`config.mk`:
```
export PLATFORM = sky130hd
export DESIGN_NAME = prioritized_interrupt_controller
export DESIGN_NICKNAME = d
export VERILOG_FILES = /design/src/irq_pkg.sv /design/src/prioritized_interrupt_controller.sv /design/src/irq_pin_sampler.sv
export VERILOG_INCLUDE_DIRS = /design/src
export SDC_FILE = /design/constraint.sdc
export NUM_CORES = 1
export LEC_CHECK = 0
export ABC_AREA = 1
export BUFFER_PORTS_ARGS = -buffer_cell sky130_fd_sc_hd__buf_4
export CORE_ASPECT_RATIO = 1.1
export CORE_MARGIN = 1.5
export CORE_UTILIZATION = 51
export DETAILED_ROUTE_END_ITERATION = 10
export PLACE_DENSITY = 0.8
export SLEW_MARGIN = 5
export SYNTH_ARGS = -nofsm -noshare
export SYNTH_HDL_FRONTEND = slang
export SYNTH_HIERARCHICAL = 1
export SYNTH_SLANG_ARGS = --single-unit
```
`constraint.sdc`:
```
create_clock -name mclk_in -period 15.1 [get_ports mclk_in]
set_input_delay 3.02 -clock mclk_in [delete_from_list [all_inputs] [get_ports mclk_in]]
set_output_delay 3.02 -clock mclk_in [all_outputs]
set_load 0.1 [all_outputs]
```
`src/irq_consts.svh`:
```
// constants of the prioritized interrupt controller
`ifndef IRQ_CONSTS_SVH
`define IRQ_CONSTS_SVH
`define IRQ_NUM_POS 15
`define IRQ_VEC_BASE 16'h0003
`define IRQ_VEC_STEP 16'h0008
`define IRQ_SAMPLE_DIV 6
`define IRQ_POS_EXT_A 0
`define IRQ_POS_TMR_0 1
`define IRQ_POS_EXT_B 2
`define IRQ_POS_TMR_1 3
`define IRQ_POS_RSV_A 12
`define IRQ_POS_RSV_B 14
`define IRQ_EN1_GLOBAL 7
`define IRQ_EN2_MASK 8'h5F
`define IRQ_PRIO0_MASK 8'h7F
`define IRQ_PRIO1_MASK 8'h5F
`define IRQ_RESET_BYTE 8'h00
`endif

```
`src/irq_pkg.sv`:
```
// types of the prioritized interrupt controller
package irq_pkg;
  typedef logic [1:0] level_t;
  typedef logic [3:0] pos_t;
  typedef enum logic [2:0] {
    ST_IDLE = 3'b001,
    ST_WAIT = 3'b010,
    ST_VECT = 3'b100
  } vec_state_e;
endpackage

```
`src/prioritized_interrupt_controller.sv`:
```
// interrupt controller: pending flags, enables, four-level priority, vectoring
`timescale 1ns/1ps
`include "irq_consts.svh"
module prioritized_interrupt_controller #(
  parameter int SAMPLE_DIV = `IRQ_SAMPLE_DIV
) (
  // clock and reset
  input wire logic mclk_in,
  input wire logic rst_b_in,
  // request pins, active low
  input wire logic ext_request_pin_a_in,
  input wire logic ext_request_pin_b_in,
  input wire logic [3:0] keyboard_request_lines_in,
  // internal peripheral request pulses or levels
  input wire logic tmr0_req_in,
  input wire logic tmr1_req_in,
  input wire logic serial_req_in,
  input wire logic decoder_req_in,
  input wire logic audio_req_in,
  input wire logic card_req_in,
  input wire logic two_wire_req_in,
  input wire logic spi_req_in,
  input wire logic conv_req_in,
  input wire logic usb_req_in,
  // software clear strobes for pending flags, one per polling position
  input wire logic [14:0] flag_clear_in,
  // configuration from the core
  input wire logic [7:0] enable_reg_first_in,
  input wire logic [7:0] enable_reg_second_in,
  input wire logic [7:0] prio_high_reg_first_in,
  input wire logic [7:0] prio_low_reg_first_in,
  input wire logic [7:0] prio_high_reg_second_in,
  input wire logic [7:0] prio_low_reg_second_in,
  input wire logic trigger_select_a_in,
  input wire logic trigger_select_b_in,
  // core handshake
  input wire logic instr_boundary_in,
  input wire logic vector_ack_in,
  input wire logic return_from_service_in,
  // to the core and the keyboard block
  output logic vector_req_out,
  output logic [15:0] vector_addr_out,
  output logic [14:0] pending_out,
  output logic [3:0] in_service_out,
  output logic [1:0] timer_control_reg_out,
  output logic [7:0] enable_reg_second_rd_out,
  output logic [3:0] keyboard_level_out,
  output logic wake_out
);
  localparam int N = `IRQ_NUM_POS;

  logic [2:0] div_q;
  logic sample_en_q;
  logic [5:0] sampled;
  logic ext_a_prev_q;
  logic ext_b_prev_q;
  logic [N-1:0] pend_q;
  logic [N-1:0] req_set;
  logic [N-1:0] hw_clr;
  logic [N-1:0] enabled;
  logic [N-1:0] prio_h;
  logic [N-1:0] prio_l;
  logic [3:0] in_service_q;
  irq_pkg::vec_state_e state_q;
  irq_pkg::pos_t win_pos;
  irq_pkg::level_t win_lvl;
  logic win_valid;
  irq_pkg::pos_t taken_pos_q;
  irq_pkg::level_t taken_lvl_q;

  function automatic logic [15:0] vec_of(input irq_pkg::pos_t p);
    vec_of = `IRQ_VEC_BASE + ({12'h000, p} * `IRQ_VEC_STEP);
  endfunction

  function automatic logic [3:0] lvl_hot(input irq_pkg::level_t l);
    lvl_hot = 4'h1 << l;
  endfunction

  // one-cycle sample strobe every peripheral cycle
  always_ff @(posedge mclk_in or negedge rst_b_in) begin
    if (!rst_b_in) begin
      div_q <= 3'h0;
      sample_en_q <= 1'b0;
    end else begin
      sample_en_q <= (div_q == 3'(SAMPLE_DIV - 1));
      div_q <= (div_q == 3'(SAMPLE_DIV - 1)) ? 3'h0 : div_q + 3'h1;
    end
  end

  irq_pin_sampler #(.WIDTH(6)) u_sampler (
    .mclk_in(mclk_in),
    .rst_b_in(rst_b_in),
    .pins_in({keyboard_request_lines_in, ext_request_pin_b_in, ext_request_pin_a_in}),
    .sample_en_in(sample_en_q),
    .sampled_out(sampled)
  );

  always_ff @(posedge mclk_in or negedge rst_b_in) begin
    if (!rst_b_in) begin
      ext_a_prev_q <= 1'b1;
      ext_b_prev_q <= 1'b1;
    end else if (sample_en_q) begin
      ext_a_prev_q <= sampled[0];
      ext_b_prev_q <= sampled[1];
    end
  end

  // keyboard lines go to the keyboard block as sampled levels; no request comes back, so position 11 is never set
  always_ff @(posedge mclk_in or negedge rst_b_in) begin
    if (!rst_b_in) begin
      keyboard_level_out <= 4'hF;
      wake_out <= 1'b0;
    end else begin
      keyboard_level_out <= sampled[5:2];
      wake_out <= ~sampled[0] | ~sampled[1];
    end
  end

  // edge events are checked only on strobes, so a pulse shorter than a peripheral cycle may be lost
  always_comb begin
    req_set = '0;
    req_set[`IRQ_POS_EXT_A] = sample_en_q & (trigger_select_a_in ? (ext_a_prev_q & ~sampled[0])
                                                                 : ~sampled[0]);
    req_set[`IRQ_POS_EXT_B] = sample_en_q & (trigger_select_b_in ? (ext_b_prev_q & ~sampled[1])
                                                                 : ~sampled[1]);
    req_set[`IRQ_POS_TMR_0] = tmr0_req_in;
    req_set[`IRQ_POS_TMR_1] = tmr1_req_in;
    req_set[4] = serial_req_in;
    req_set[5] = decoder_req_in;
    req_set[6] = audio_req_in;
    req_set[7] = card_req_in;
    req_set[8] = two_wire_req_in;
    req_set[9] = spi_req_in;
    req_set[10] = conv_req_in;
    req_set[11] = 1'b0;
    req_set[13] = usb_req_in;
  end

  // hardware clear on vectoring for timers and edge-mode pins only
  always_comb begin
    hw_clr = '0;
    if (state_q == irq_pkg::ST_VECT && vector_ack_in) begin
      hw_clr[taken_pos_q] = (taken_pos_q == 4'(`IRQ_POS_TMR_0)) || (taken_pos_q == 4'(`IRQ_POS_TMR_1))
                         || (taken_pos_q == 4'(`IRQ_POS_EXT_A) && trigger_select_a_in)
                         || (taken_pos_q == 4'(`IRQ_POS_EXT_B) && trigger_select_b_in);
    end
  end

  // a new request in the clearing cycle keeps the flag set
  always_ff @(posedge mclk_in or negedge rst_b_in) begin
    if (!rst_b_in) begin
      pend_q <= '0;
    end else begin
      pend_q <= (pend_q & ~(hw_clr | flag_clear_in)) | req_set;
      pend_q[`IRQ_POS_RSV_A] <= 1'b0;
      pend_q[`IRQ_POS_RSV_B] <= 1'b0;
    end
  end

  // keyboard request is tied low here; there is no keyboard block input, so position 11 never becomes pending
  logic kb_req;
  assign kb_req = 1'b0;

  always_comb begin
    enabled = '0;
    prio_h = '0;
    prio_l = '0;
    enabled[6:0] = enable_reg_first_in[6:0];
    enabled[11:7] = enable_reg_second_in[4:0];
    enabled[13] = enable_reg_second_in[6];
    if (!enable_reg_first_in[`IRQ_EN1_GLOBAL]) begin
      enabled = '0;
    end
    prio_h[6:0] = prio_high_reg_first_in[6:0];
    prio_l[6:0] = prio_low_reg_first_in[6:0];
    prio_h[11:7] = prio_high_reg_second_in[4:0];
    prio_l[11:7] = prio_low_reg_second_in[4:0];
    prio_h[13] = prio_high_reg_second_in[6];
    prio_l[13] = prio_low_reg_second_in[6];
  end

  // scan lowest position last so earlier positions win ties
  always_comb begin
    win_valid = 1'b0;
    win_pos = 4'h0;
    win_lvl = 2'h0;
    for (int i = N - 1; i >= 0; i--) begin
      if (pend_q[i] && enabled[i] && !(kb_req && i == 11)) begin
        if (!win_valid || {prio_h[i], prio_l[i]} >= win_lvl) begin
          win_valid = 1'b1;
          win_pos = 4'(i);
          win_lvl = {prio_h[i], prio_l[i]};
        end
      end
    end
    // only a strictly higher level than any in service may vector
    if (win_valid && |(in_service_q & ~(lvl_hot(win_lvl) - 4'h1) )) begin
      win_valid = 1'b0;
    end
  end

  always_ff @(posedge mclk_in or negedge rst_b_in) begin
    if (!rst_b_in) begin
      state_q <= irq_pkg::ST_IDLE;
      taken_pos_q <= 4'h0;
      taken_lvl_q <= 2'h0;
    end else begin
      case (state_q)
        irq_pkg::ST_IDLE: begin
          if (win_valid) begin
            state_q <= irq_pkg::ST_WAIT;
          end
        end
        irq_pkg::ST_WAIT: begin
          if (!win_valid) begin
            state_q <= irq_pkg::ST_IDLE;
          end else if (instr_boundary_in) begin
            state_q <= irq_pkg::ST_VECT;
            taken_pos_q <= win_pos;
            taken_lvl_q <= win_lvl;
          end
        end
        irq_pkg::ST_VECT: begin
          if (vector_ack_in) begin
            state_q <= irq_pkg::ST_IDLE;
          end
        end
        default: state_q <= irq_pkg::ST_IDLE;
      endcase
    end
  end

  always_ff @(posedge mclk_in or negedge rst_b_in) begin
    if (!rst_b_in) begin
      vector_req_out <= 1'b0;
      vector_addr_out <= 16'h0000;
    end else begin
      vector_req_out <= (state_q == irq_pkg::ST_WAIT) && win_valid && instr_boundary_in;
      if (state_q == irq_pkg::ST_VECT && vector_ack_in) begin
        vector_req_out <= 1'b0;
      end else if (state_q == irq_pkg::ST_VECT) begin
        vector_req_out <= 1'b1;
      end
      if (state_q == irq_pkg::ST_WAIT && instr_boundary_in) begin
        vector_addr_out <= vec_of(win_pos);
      end
    end
  end

  // in-service markers: set on acknowledge, highest one dropped on return
  always_ff @(posedge mclk_in or negedge rst_b_in) begin
    if (!rst_b_in) begin
      in_service_q <= 4'h0;
    end else begin
      logic [3:0] nxt;
      nxt = in_service_q;
      if (return_from_service_in) begin
        for (int l = 0; l < 4; l++) begin
          if (in_service_q[l] && (in_service_q >> (l + 1)) == 4'h0) begin
            nxt[l] = 1'b0;
          end
        end
      end
      if (state_q == irq_pkg::ST_VECT && vector_ack_in) begin
        nxt = nxt | lvl_hot(taken_lvl_q);
      end
      in_service_q <= nxt;
    end
  end

  always_ff @(posedge mclk_in or negedge rst_b_in) begin
    if (!rst_b_in) begin
      pending_out <= '0;
      in_service_out <= 4'h0;
      timer_control_reg_out <= 2'h0;
      enable_reg_second_rd_out <= `IRQ_RESET_BYTE;
    end else begin
      pending_out <= pend_q;
      in_service_out <= in_service_q;
      timer_control_reg_out <= {pend_q[`IRQ_POS_EXT_B], pend_q[`IRQ_POS_EXT_A]};
      enable_reg_second_rd_out <= enable_reg_second_in & `IRQ_EN2_MASK;
    end
  end
endmodule // prioritized_interrupt_controller

```
`src/irq_pin_sampler.sv`:
```
// synchronises request pins and samples them once per peripheral cycle
`timescale 1ns/1ps
`include "irq_consts.svh"
module irq_pin_sampler #(
  parameter int WIDTH = 6
) (
  // clock and reset
  input wire logic mclk_in,
  input wire logic rst_b_in,
  // pins and sample strobe
  input wire logic [WIDTH-1:0] pins_in,
  input wire logic sample_en_in,
  // sampled levels
  output logic [WIDTH-1:0] sampled_out
);
  logic [WIDTH-1:0] sync1_q;
  logic [WIDTH-1:0] sync2_q;

  always_ff @(posedge mclk_in or negedge rst_b_in) begin
    if (!rst_b_in) begin
      sync1_q <= '1;
      sync2_q <= '1;
    end else begin
      sync1_q <= pins_in;
      sync2_q <= sync1_q;
    end
  end

  // idle-high reset value keeps reset from looking like a request
  always_ff @(posedge mclk_in or negedge rst_b_in) begin
    if (!rst_b_in) begin
      sampled_out <= '1;
    end else if (sample_en_in) begin
      sampled_out <= sync2_q;
    end
  end
endmodule // irq_pin_sampler

```
# Word-level counts from Yosys, hierarchy flattened
# Index checks and enable logic that the tools add are counted.
# word_totals
n_memories,0
rom_bits,0
ff_bits,97
input_bits,86
latchBits,0
mem_bits_rw,0
out_inout_bits,51
wordCells,217
# op_classes
muxes,95
reduce_logical,58
n_eq_ne,10
div,0
bitwise_logic,15
order_cmp,14
n_addsub,3
n_shift,2
n_mul,0
# op_table
cell,count
two-way mux 4 bit,27
two-way mux 2 bit,25
two-way mux 1 bit,34
bitwise AND 14 bit,2
two-way mux 14 bit,2
bitwise OR 14 bit,2
greater-or-equal comparator 2 bit,12
logical AND 1 bit,24
logical NOT 4 bit,4
logical OR 1 bit,15
two-way mux 3 bit,5
inverter 14 bit,1
logical NOT 1 bit,12
case mux 3 bit (3 select lines),1
adder 2 x 7 -> 8 bit (first input constant),1
== test 4 x 2 -> 1 bit (second input constant),2
left shift 1 x 2 -> 4 bit (first input constant),2
== test 3 bit (second input constant),2
AND reduction 3 bit,2
< comparator 4 x 5 -> 1 bit (second input constant),1
bitwise AND 1 bit,4
bitwise AND 4 bit,1
demux 1 bit (select 4 bit),1
== test 4 x 1 -> 1 bit (second input constant),1
12 further kinds,14

# Logic depth before layout (Yosys ltp)
# Gate-level depths: netlist (run 1).
# logic_depth
depth_word,62
mapped_depth,114
depth_no_buf,114

# Hierarchy
# Netlist (run 1), hierarchy kept.
# modules_own_cells
mod,area_per_inst_um2,cells_per_inst,instances,seq_area_each_um2
prioritized_interrupt_controller,3816.2,469,1,1660.3
irq_pin_sampler,544.3,37,1,473.0

# Worst setup path before layout (run 1)
# Ideal clock, no wire load.
# synth_path
path_type,input-to-reg
start,in enable_reg_first_in[7]
end,reg taken_pos_q[2]
setup_slack_ps,1069
path_buffers,2
cell_stages,108
arrival_ps,13895
setup_time_ps,135
t_required_ps,14965
cell_sequence,buf_4 > nand4_1 > ha_1 > o21ai_0 > nand2_2 > nand2_4 > nand2_1 > o21ai_2 > ha_1 > inv_1 > nand2_1 > nand2_1 > nand3_2 > nand2_2 > nand2_1 > o21ai_1 > ha_1 > nor2_1 > [72 not listed] > nand3_1 > nand2_1 > inv_1 > a21oi_2 > nand3_2 > and2_1 > ha_1 > inv_1 > nand2_1 > o21ai_0 > inv_1 > a21oi_1 > nand3_2 > nand3_4 > nand4_4 > buf_6 > nand2_2 > o21ai_2
# synth_between
elab_chain_cells,59
elab_cells_between_ends,133
cone_classes,add/sub (1); order compare (12); shift (1); mux (77); bitwise (2); reduce/logical (40)
# synth_lines
item,line,rtl
from (decl),prioritized_interrupt_controller.sv:28,"input wire logic [7:0] enable_reg_first_in,"
two-way mux 14 bit *,prioritized_interrupt_controller.sv:171,if (!enable_reg_first_in[`IRQ_EN1_GLOBAL]) begin
logical AND 1 bit,prioritized_interrupt_controller.sv:188,if (pend_q[i] && enabled[i] && !(kb_req && i == 11)) begin
two-way mux 2 bit or two-way mux 1 bit (tied branches),prioritized_interrupt_controller.sv:188,
greater-or-equal comparator 2 bit or logical NOT 1 bit (tied branches),prioritized_interrupt_controller.sv:189,"if (!win_valid || {prio_h[i], prio_l[i]} >= win_lvl) begin"
logical OR 1 bit,prioritized_interrupt_controller.sv:189,
two-way mux 2 bit or two-way mux 1 bit (tied branches),prioritized_interrupt_controller.sv:189,
two-way mux 2 bit or two-way mux 1 bit (tied branches),prioritized_interrupt_controller.sv:188,
greater-or-equal comparator 2 bit or logical NOT 1 bit (tied branches),prioritized_interrupt_controller.sv:189,
[43 not listed],--,
left shift 1 x 2 -> 4 bit,prioritized_interrupt_controller.sv:76,lvl_hot = 4'h1 << l;
subtractor 4 x 1 -> 4 bit,prioritized_interrupt_controller.sv:197,if (win_valid && |(in_service_q & ~(lvl_hot(win_lvl) - 4'h1) )) begin
inverter 4 bit,prioritized_interrupt_controller.sv:197,
bitwise AND 4 bit,prioritized_interrupt_controller.sv:197,
OR reduction 4 bit,prioritized_interrupt_controller.sv:197,
logical AND 1 bit,prioritized_interrupt_controller.sv:197,
two-way mux 1 bit,prioritized_interrupt_controller.sv:197,
AND reduction 3 bit (no source line),--,
to (signal assigned),prioritized_interrupt_controller.sv:219,taken_pos_q <= win_pos;
to (decl),prioritized_interrupt_controller.sv:68,irq_pkg::pos_t taken_pos_q;
# Mark *: on every way between the ends. The rest lies on a longest branch, timed or not.
# A chain may end at the register's enable or synchronous reset.

# Final worst setup path (run 1)
# layout_path
start,in enable_reg_first_in[7]
end,reg state_q[2]
# layout_between
elab_chain_cells,60
elab_cells_between_ends,112
cone_classes,add/sub (1); order compare (12); eq/ne (2); shift (1); mux (54); bitwise (2); reduce/logical (40)
# layout_lines
item,line,rtl
two-way mux 14 bit *,prioritized_interrupt_controller.sv:171,
logical AND 1 bit,prioritized_interrupt_controller.sv:188,
two-way mux 2 bit or two-way mux 1 bit (tied branches),prioritized_interrupt_controller.sv:188,
greater-or-equal comparator 2 bit or logical NOT 1 bit (tied branches),prioritized_interrupt_controller.sv:189,
logical OR 1 bit,prioritized_interrupt_controller.sv:189,
two-way mux 2 bit or two-way mux 1 bit (tied branches),prioritized_interrupt_controller.sv:189,
two-way mux 2 bit or two-way mux 1 bit (tied branches),prioritized_interrupt_controller.sv:188,
greater-or-equal comparator 2 bit or logical NOT 1 bit (tied branches),prioritized_interrupt_controller.sv:189,
[44 not listed],--,
subtractor 4 x 1 -> 4 bit,prioritized_interrupt_controller.sv:197,
inverter 4 bit,prioritized_interrupt_controller.sv:197,
bitwise AND 4 bit,prioritized_interrupt_controller.sv:197,
OR reduction 4 bit,prioritized_interrupt_controller.sv:197,
logical AND 1 bit,prioritized_interrupt_controller.sv:197,
two-way mux 1 bit *,prioritized_interrupt_controller.sv:197,
inequality test 3 bit (no source line) (tied with other cells),--,
AND reduction 3 bit (no source line) or case mux 3 bit (3 select lines) (tied branches),--,
to (signal assigned),prioritized_interrupt_controller.sv:204,state_q <= irq_pkg::ST_IDLE;
to (signal assigned),prioritized_interrupt_controller.sv:211,state_q <= irq_pkg::ST_WAIT;
to (signal assigned),prioritized_interrupt_controller.sv:216,state_q <= irq_pkg::ST_IDLE;
to (decl),prioritized_interrupt_controller.sv:64,irq_pkg::vec_state_e state_q;
# Marked as above.

==> results.tsv, run 1 <==
stage	metric	value	unit
status	status	finished clean	
drt	firstDrtPassIters	4	
worst_setup_path	required	15.40	ns
floorplanning	io_pins	137	
worst_setup_path	crit_path_end_kind	register	
clock_network	clkSinkCount	84	
synth	ys_seq_area_frac	0.489	
global_route	grt_pass1_vias	3667	
hold_path	holdCritPathClass	reg -> reg	
global_route	grt_pass1_wl	15.9	mm
synth	yosys_warnings	6	
synth	synth_cell_types	42	
drt	vias	3768	
power	ir_drop	0.0494	mV
synth	postSynthRegisterBits	84	
worst_setup_path	setup.worst_path.class	in -> reg	
cells_and_area	final_cell_count_no_fill	764	
clock_network	clk_pin_slew_worst_paths	0.09	ns
synth	synthCells	506	
synth	syn_avg_cell_area	8.62	um^2
placed_design	port_buffers	112	
cells_and_area	layout_common_cells	136 x buf_4, 94 x nand2_1, 93 x inv_1, 59 x dfrtp_1, 26 x nand3_1	
worst_setup_path	startpoint_type	primary input	
synth	syn_area	4360	um^2
placed_design	place_worst_setup_slack	-0.230	ns
placed_design	gp_congestion	0.899	
clock_network	clock_latency	0.36	ns
drt	routed_via_density	4.93	
global_route	overflow	0	
timing	fmax	0.0703	GHz
timing	finalHoldViolCount	0	
cells_and_area	layout_commonest_cell	buf_4	
floorplanning	rows	35	
synth	ys_top_cells_by_area	dfrtp_1 34%, dfstp_2 15%, nand2_1 9.3%, inv_1 8.2%, ha_1 4.0%	
worst_setup_path	arrival	14.53	ns
clock_network	h-tree-depth	3	
synth	synth_top_area_frac	0.339	
drt	final_antenna_net_count	0	
worst_setup_path	critical_path.most_common_cell	nand2_1	
cells_and_area	fin_nets	748	
timing	post-route-worst-setup-slack	0.868	ns
global_route	grt_start_max_net_pins	85	
synth	synth_largest_area_cell	dfrtp_1	
clock_network	cts_inserted_buffers	9	
clock_network	clockRootBuffer	clkbuf_8	
timing	drv_slew	0	
clock_network	clockBufferDepth	2	
power	p_leak	3.17	nW
cells_and_area	drive_gt1_frac	0.403	
worst_setup_path	slowest_delay	0.28	ns
clock_network	cts_hold_buf	0	
worst_setup_path	reg2reg_depth	106	
floorplanning	initial_utilization	0.524	
timing	setup_viol	0	
drt	drtIter0Drc	153	
power	total_power	0.000688	W
cells_and_area	syn2layout_area_growth	32.0	%
drt	drc	0	
placed_design	dp_hpwl	7.51	mm
timing	maxSlewHeadroom	0.201	
drt	totalWireLength	10.2	mm
placed_design	dpl.cell_count	735	
job	cap_violations	0	
floorplanning	dieArea	9110	um^2
timing	post-route-min-period	14.23	ns
floorplanning	chipHeight	100	um
cells_and_area	diodes	0	
global_route	grt.total_usage	0.222	
hold_path	min_path_cells	0	
drt	wl_per_cell	13.3	um
timing	worst_pin_slew	1.19	ns
worst_setup_path	slowest_stage	ha_1	
clock_network	cts_tree	built	
worst_setup_path	critPathMaxFanout	7	
global_route	antenna_found_initial	0	
timing	min_period_over_period	0.943	
floorplanning	coreArea	8320	um^2
floorplanning	die_width	91.2	um
power	p_per_area	119	nW/um^2
timing	finalClockSkew	0.00992	ns
-- what timing repair did --
action / in CTS / in global routing
setup buffers: 0 / 12
hold endpoints to repair: 0 / 0
resized for setup: 0 / 41
setup endpoints to repair: 0 / 14
-- per-stage QoR --
step	hold slack (ns)	area (um^2)	utilization	setup TNS, ns
after floorplan	0.345	4410	-	0
after global placement	0.346	5330	0.641	0
after detailed placement	0.347	5330	0.641	-1.85
after CTS	0.361	5540	0.666	0
after global routing	0.362	5760	0.692	-1.99
final	0.358	5760	0.692	0
-- critical path: cells and delay by family --
kind                     cells  cell delay [ns]
AND/OR/NAND/NOR             59             5.02
AO/OA/AOI/OAI               15             1.94
adder cells (fa/ha/maj)     12             3.11
buffers and inverters       21             1.44
-- synthesized netlist by cell type, drive strengths merged --
cell type and number:
nor3 6, o21bai 9, o21ai 29, a21o 2, o221ai 2, nor2 33
o311ai 1, ha 14, nand3 38, inv 104, nand4 7, nor4 2
dfstp 25, a32o 2, a31oi 1, buf 19, o211ai 3, a22o 1
a21oi 15, conb 1, and2 3, clkinv 3, nand2 120, or2 3
dfrtp 59, a22oi 1, o2111ai 1, o31ai 2
-- path summary, 6_finish.rpt --
check	startpoint	endpoint	slack (ns)
max	enable_reg_first_in[7]	state_q[2]	0.87
min	u_sampler/sync1_q[1]	u_sampler/sync2_q[1]	0.36
max reg2reg	pend_q[13]	state_q[2]	3.19
min reg2reg	u_sampler/sync1_q[1]	u_sampler/sync2_q[1]	0.36
max in group asynchronous	rst_b_in	pending_out[5]	11.64
min in group asynchronous	rst_b_in	wake_out	2.83
-- registers in the layout, indices dropped and copies added (netlist names) --
name / flops
div_q: 3
enable_reg_second_rd_out: 6
ext_a_prev_q: 1
ext_b_prev_q: 1
in_service_out: 4
in_service_q: 4
keyboard_level_out: 4
pend_q: 13
pending_out: 12
sample_en_q: 1
state_q: 3
taken_lvl_q: 2
taken_pos_q: 4
timer_control_reg_out: 1
u_sampler/sampled_out: 6
u_sampler/sync1_q: 6
u_sampler/sync2_q: 6
vector_addr_out: 5
vector_req_out: 1
wake_out: 1
-- power breakdown --
group / switching (W) / internal [W]
Sequential: 0.0000187 / 0.000253
Combinational: 0.000176 / 0.0000724
Clock: 0.0000922 / 0.0000745
-- layout make-up --
cell class / count / area, um^2
Timing Repair Buffer: 136 / 1020
Inverter: 107 / 402
Tap cell: 111 / 139
Multi-Input combinational cell: 310 / 1850
Clock inverter: 6 / 62.6
Fill cell: 659 / 2560
Clock buffer: 10 / 149
Sequential cell: 84 / 2130
-- per-layer routing --
metal / track usage / part of all wire / routed length (um)
met3: 0.0598 / 0.069 / 704
met2: 0.392 / 0.52 / 5260
met1: 0.257 / 0.40 / 4030
met4: 0.0841 / 0.017 / 177
met5: 0 / 0 / 0
-- cell families after synthesis --
group | Yosys count | share of synthesized area
flip-flops | 84 | 0.489
other | 1 | 0.000860
buffers and inverters | 126 | 0.126
adder cells (fa/ha/maj) | 14 | 0.0402
AO/OA/AOI/OAI | 69 | 0.109
AND/OR/NAND/NOR | 212 | 0.235
(Power assumes the default switching activity.)
==> run 2: changes to the inputs <==
Settings changed: PLACE_DENSITY 0.8 to 0.91.
Clock period 15.1 ns to 13.12 ns, I/O delays scaled along.
==> run 2 against run 1 <==
  * The run now ends with negative setup slack left
  * Count of clock-buffer cells in the layout unchanged
  * Wire length up 42%
  * Flip-flop and latch count unchanged
  * Design area up 18%
  * Critical path depth unchanged
  * Sequential power up 15%
  * First-iteration DRC count up 31%
  * Hold slack better by 0.0015 ns
  * Clock skew up 0.0073 ns
  * Final cell count up 11%
  * Via count up 21%
  * Register-to-register slack worse by 2.1 ns
  * Critical path type unchanged
  * Critical endpoint is now taken_pos_q[0]
  * Highest routed layer unchanged
==> results.tsv, run 2 (same netlist as run 1, synthesis figures left out) <==
stage	metric	value	unit
placed_design	port_buffers	112	
floorplanning	initial_utilization	0.524	
timing	post-route-worst-setup-slack	-0.841	ns
drt	firstDrtPassIters	5	
cells_and_area	largest_reg_flops	13	
drt	totalWireLength	14.5	mm
worst_setup_path	slowest_stage	ha_1	
global_route	grt.total_usage	0.283	
clock_network	cts_tree	built	
hold_path	holdCritPathClass	reg -> reg	
power	p_clk_frac	0.214	
global_route	grt_pass1_vias	4535	
timing	min_period_over_period	1.06	
power	total_power	0.000868	W
cells_and_area	drive_gt1_frac	0.566	
timing	finalClockSkew	0.0172	ns
placed_design	dpl.cell_count	770	
drt	drtIter0Drc	201	
worst_setup_path	setup.worst_path.class	in -> reg	
cells_and_area	fin_nets	835	
power	pwr-share-comb	0.423	
status	violations	negative setup slack	
timing	setup_viol	14	
status	status	complete, but fails checks	
cells_and_area	syn2layout_area_growth	56.2	%
cells_and_area	final_cell_count_no_fill	851	
drt	drc	0	
timing	fmax	0.0716	GHz
drt	wl_per_cell	17.0	um
timing	maxSlewHeadroom	0.226	
floorplanning	dieArea	9110	um^2
power	p_leak	3.64	nW
clock_network	clk_pin_slew_worst_paths	0.09	ns
floorplanning	chipHeight	100	um
drt	final_antenna_net_count	0	
worst_setup_path	critPathMaxFanout	7	
power	swShare	0.428	
placed_design	dp_hpwl	7.86	mm
worst_setup_path	startpoint_type	primary input	
global_route	grt_pass1_wl	20.3	mm
timing	drv_slew	0	
floorplanning	coreArea	8320	um^2
timing	finalHoldViolCount	0	
clock_network	h-tree-depth	3	
clock_network	clock_latency	0.36	ns
clock_network	clockBufferDepth	2	
cells_and_area	layout_common_cells	221 x buf_4, 78 x inv_1, 67 x nand2_1, 59 x dfrtp_1, 42 x nand2_2	
clock_network	cts_inserted_buffers	9	
power	p_int	0.000496	W
cells_and_area	largest_register	pend_q	
job	cap_violations	0	
clock_network	clkSinkCount	84	
drt	routed_via_density	5.38	
global_route	antenna_found_initial	0	
power	p_sw	0.000371	W
timing	post-route-min-period	13.96	ns
power	power.share.sequential	0.362	
global_route	overflow	0	
global_route	grt_start_max_net_pins	85	
worst_setup_path	crit_path_end_kind	register	
timing	worst_pin_slew	1.15	ns
clock_network	clockRootBuffer	clkbuf_8	
worst_setup_path	arrival	14.23	ns
drt	vias	4578	
worst_setup_path	critical_path.most_common_cell	nand2_2	
cells_and_area	layout_commonest_cell	buf_4	
cells_and_area	diodes	0	
floorplanning	rows	35	
timing	rsz0062_at_grt	yes	
floorplanning	die_width	91.2	um
cells_and_area	top_regs	pend_q (13), pending_out (12)	
floorplanning	io_pins	137	
placed_design	gp_congestion	0.867	
power	ir_drop	0.0622	mV
power	p_per_area	127	nW/um^2
worst_setup_path	slowest_delay	0.28	ns
worst_setup_path	required	13.39	ns
run 2: changes by cell type in the layout (fill, tap and decap cells not counted), moves of 5 or more:
cell and delta:
buf_4 +85, inv_1 -15, inv_4 +5, inv_2 +10
nand2_1 -27, ha_4 +10, ha_1 -10, nand2_4 +9
nand2_2 +18
run 2: power by group through the flow:
stage	registers (W)	clock network (W)	logic [W]
floorplan	0.000394	0	0.000129
global placement	0.000315	0	0.000279
detailed placement	0.000317	0	0.000288
CTS	0.000313	0.000186	0.000317
global route	0.000318	0.000195	0.000385
finish	0.000314	0.000186	0.000367
run 2: per-layer routing:
layer  GRT usage  up-vias  routed length, um
met5           0        -                  0
met4       0.168        0               1120
met3      0.0545      117               1090
met2       0.519      295               7290
met1       0.302     2141               4960
li1            -     2025                  -
run 2: critical path: cells and delay by family:
kind	cells	cell delay [ns]
AOI/OAI and AO/OA	17	2.18
and+or+nand+nor	58	5.34
buffers and inverters	20	1.24
adders and majority gates	12	2.81
run 2: final cells by class:
class / instances / area (um^2)
Multi-Input combinational cell: 310 / 2230
Sequential cell: 84 / 2130
Timing Repair Buffer: 223 / 1690
Fill cell: 434 / 1510
Inverter: 107 / 417
Clock buffer: 10 / 149
Tap cell: 111 / 139
Clock inverter: 6 / 51.3
run 2: what timing repair did:
action | in CTS | in global routing
setup buffers | 56 | 14
pin swaps | 61 | 85
endpoints found under the hold margin | 0 | 0
hold buffers | 0 | 0
gates cloned | 1 | 0
gates resized for setup | 45 | 77
setup endpoints to repair | 14 | 14
run 2: metrics by stage:
stage	setup TNS [ns]	util	instance area, um^2	hold slack, ns	setup slack, ns
final	-10.86	0.818	6810	0.360	-0.841
after global routing	-17.39	0.818	6810	0.362	-1.31
after CTS	-2.55	0.776	6460	0.358	-0.236
after detailed placement	-14.03	0.678	5640	0.347	-1.12
after global placement	-6.97	0.678	5640	0.346	-0.609
after floorplan	-1.04	-	4460	0.345	-0.136
run 2: path summary, 6_finish.rpt:
| kind | start | to | slack, ns | cells past startpoint |
|---|---|---|---|---|
| max in group asynchronous | rst_b_in | pend_q[5] | 10.04 | 1 |
| min in group asynchronous | rst_b_in | state_q[2] | 2.44 | 1 |
| worst max register to register | pend_q[13] | taken_pos_q[0] | 1.05 | 106 |
| worst min-delay path | u_sampler/sync1_q[1] | u_sampler/sync2_q[1] | 0.36 | 0 |
| worst min register to register | u_sampler/sync1_q[1] | u_sampler/sync2_q[1] | 0.36 | 0 |
| worst max-delay path | enable_reg_second_in[6] | taken_pos_q[0] | -0.84 | 107 |
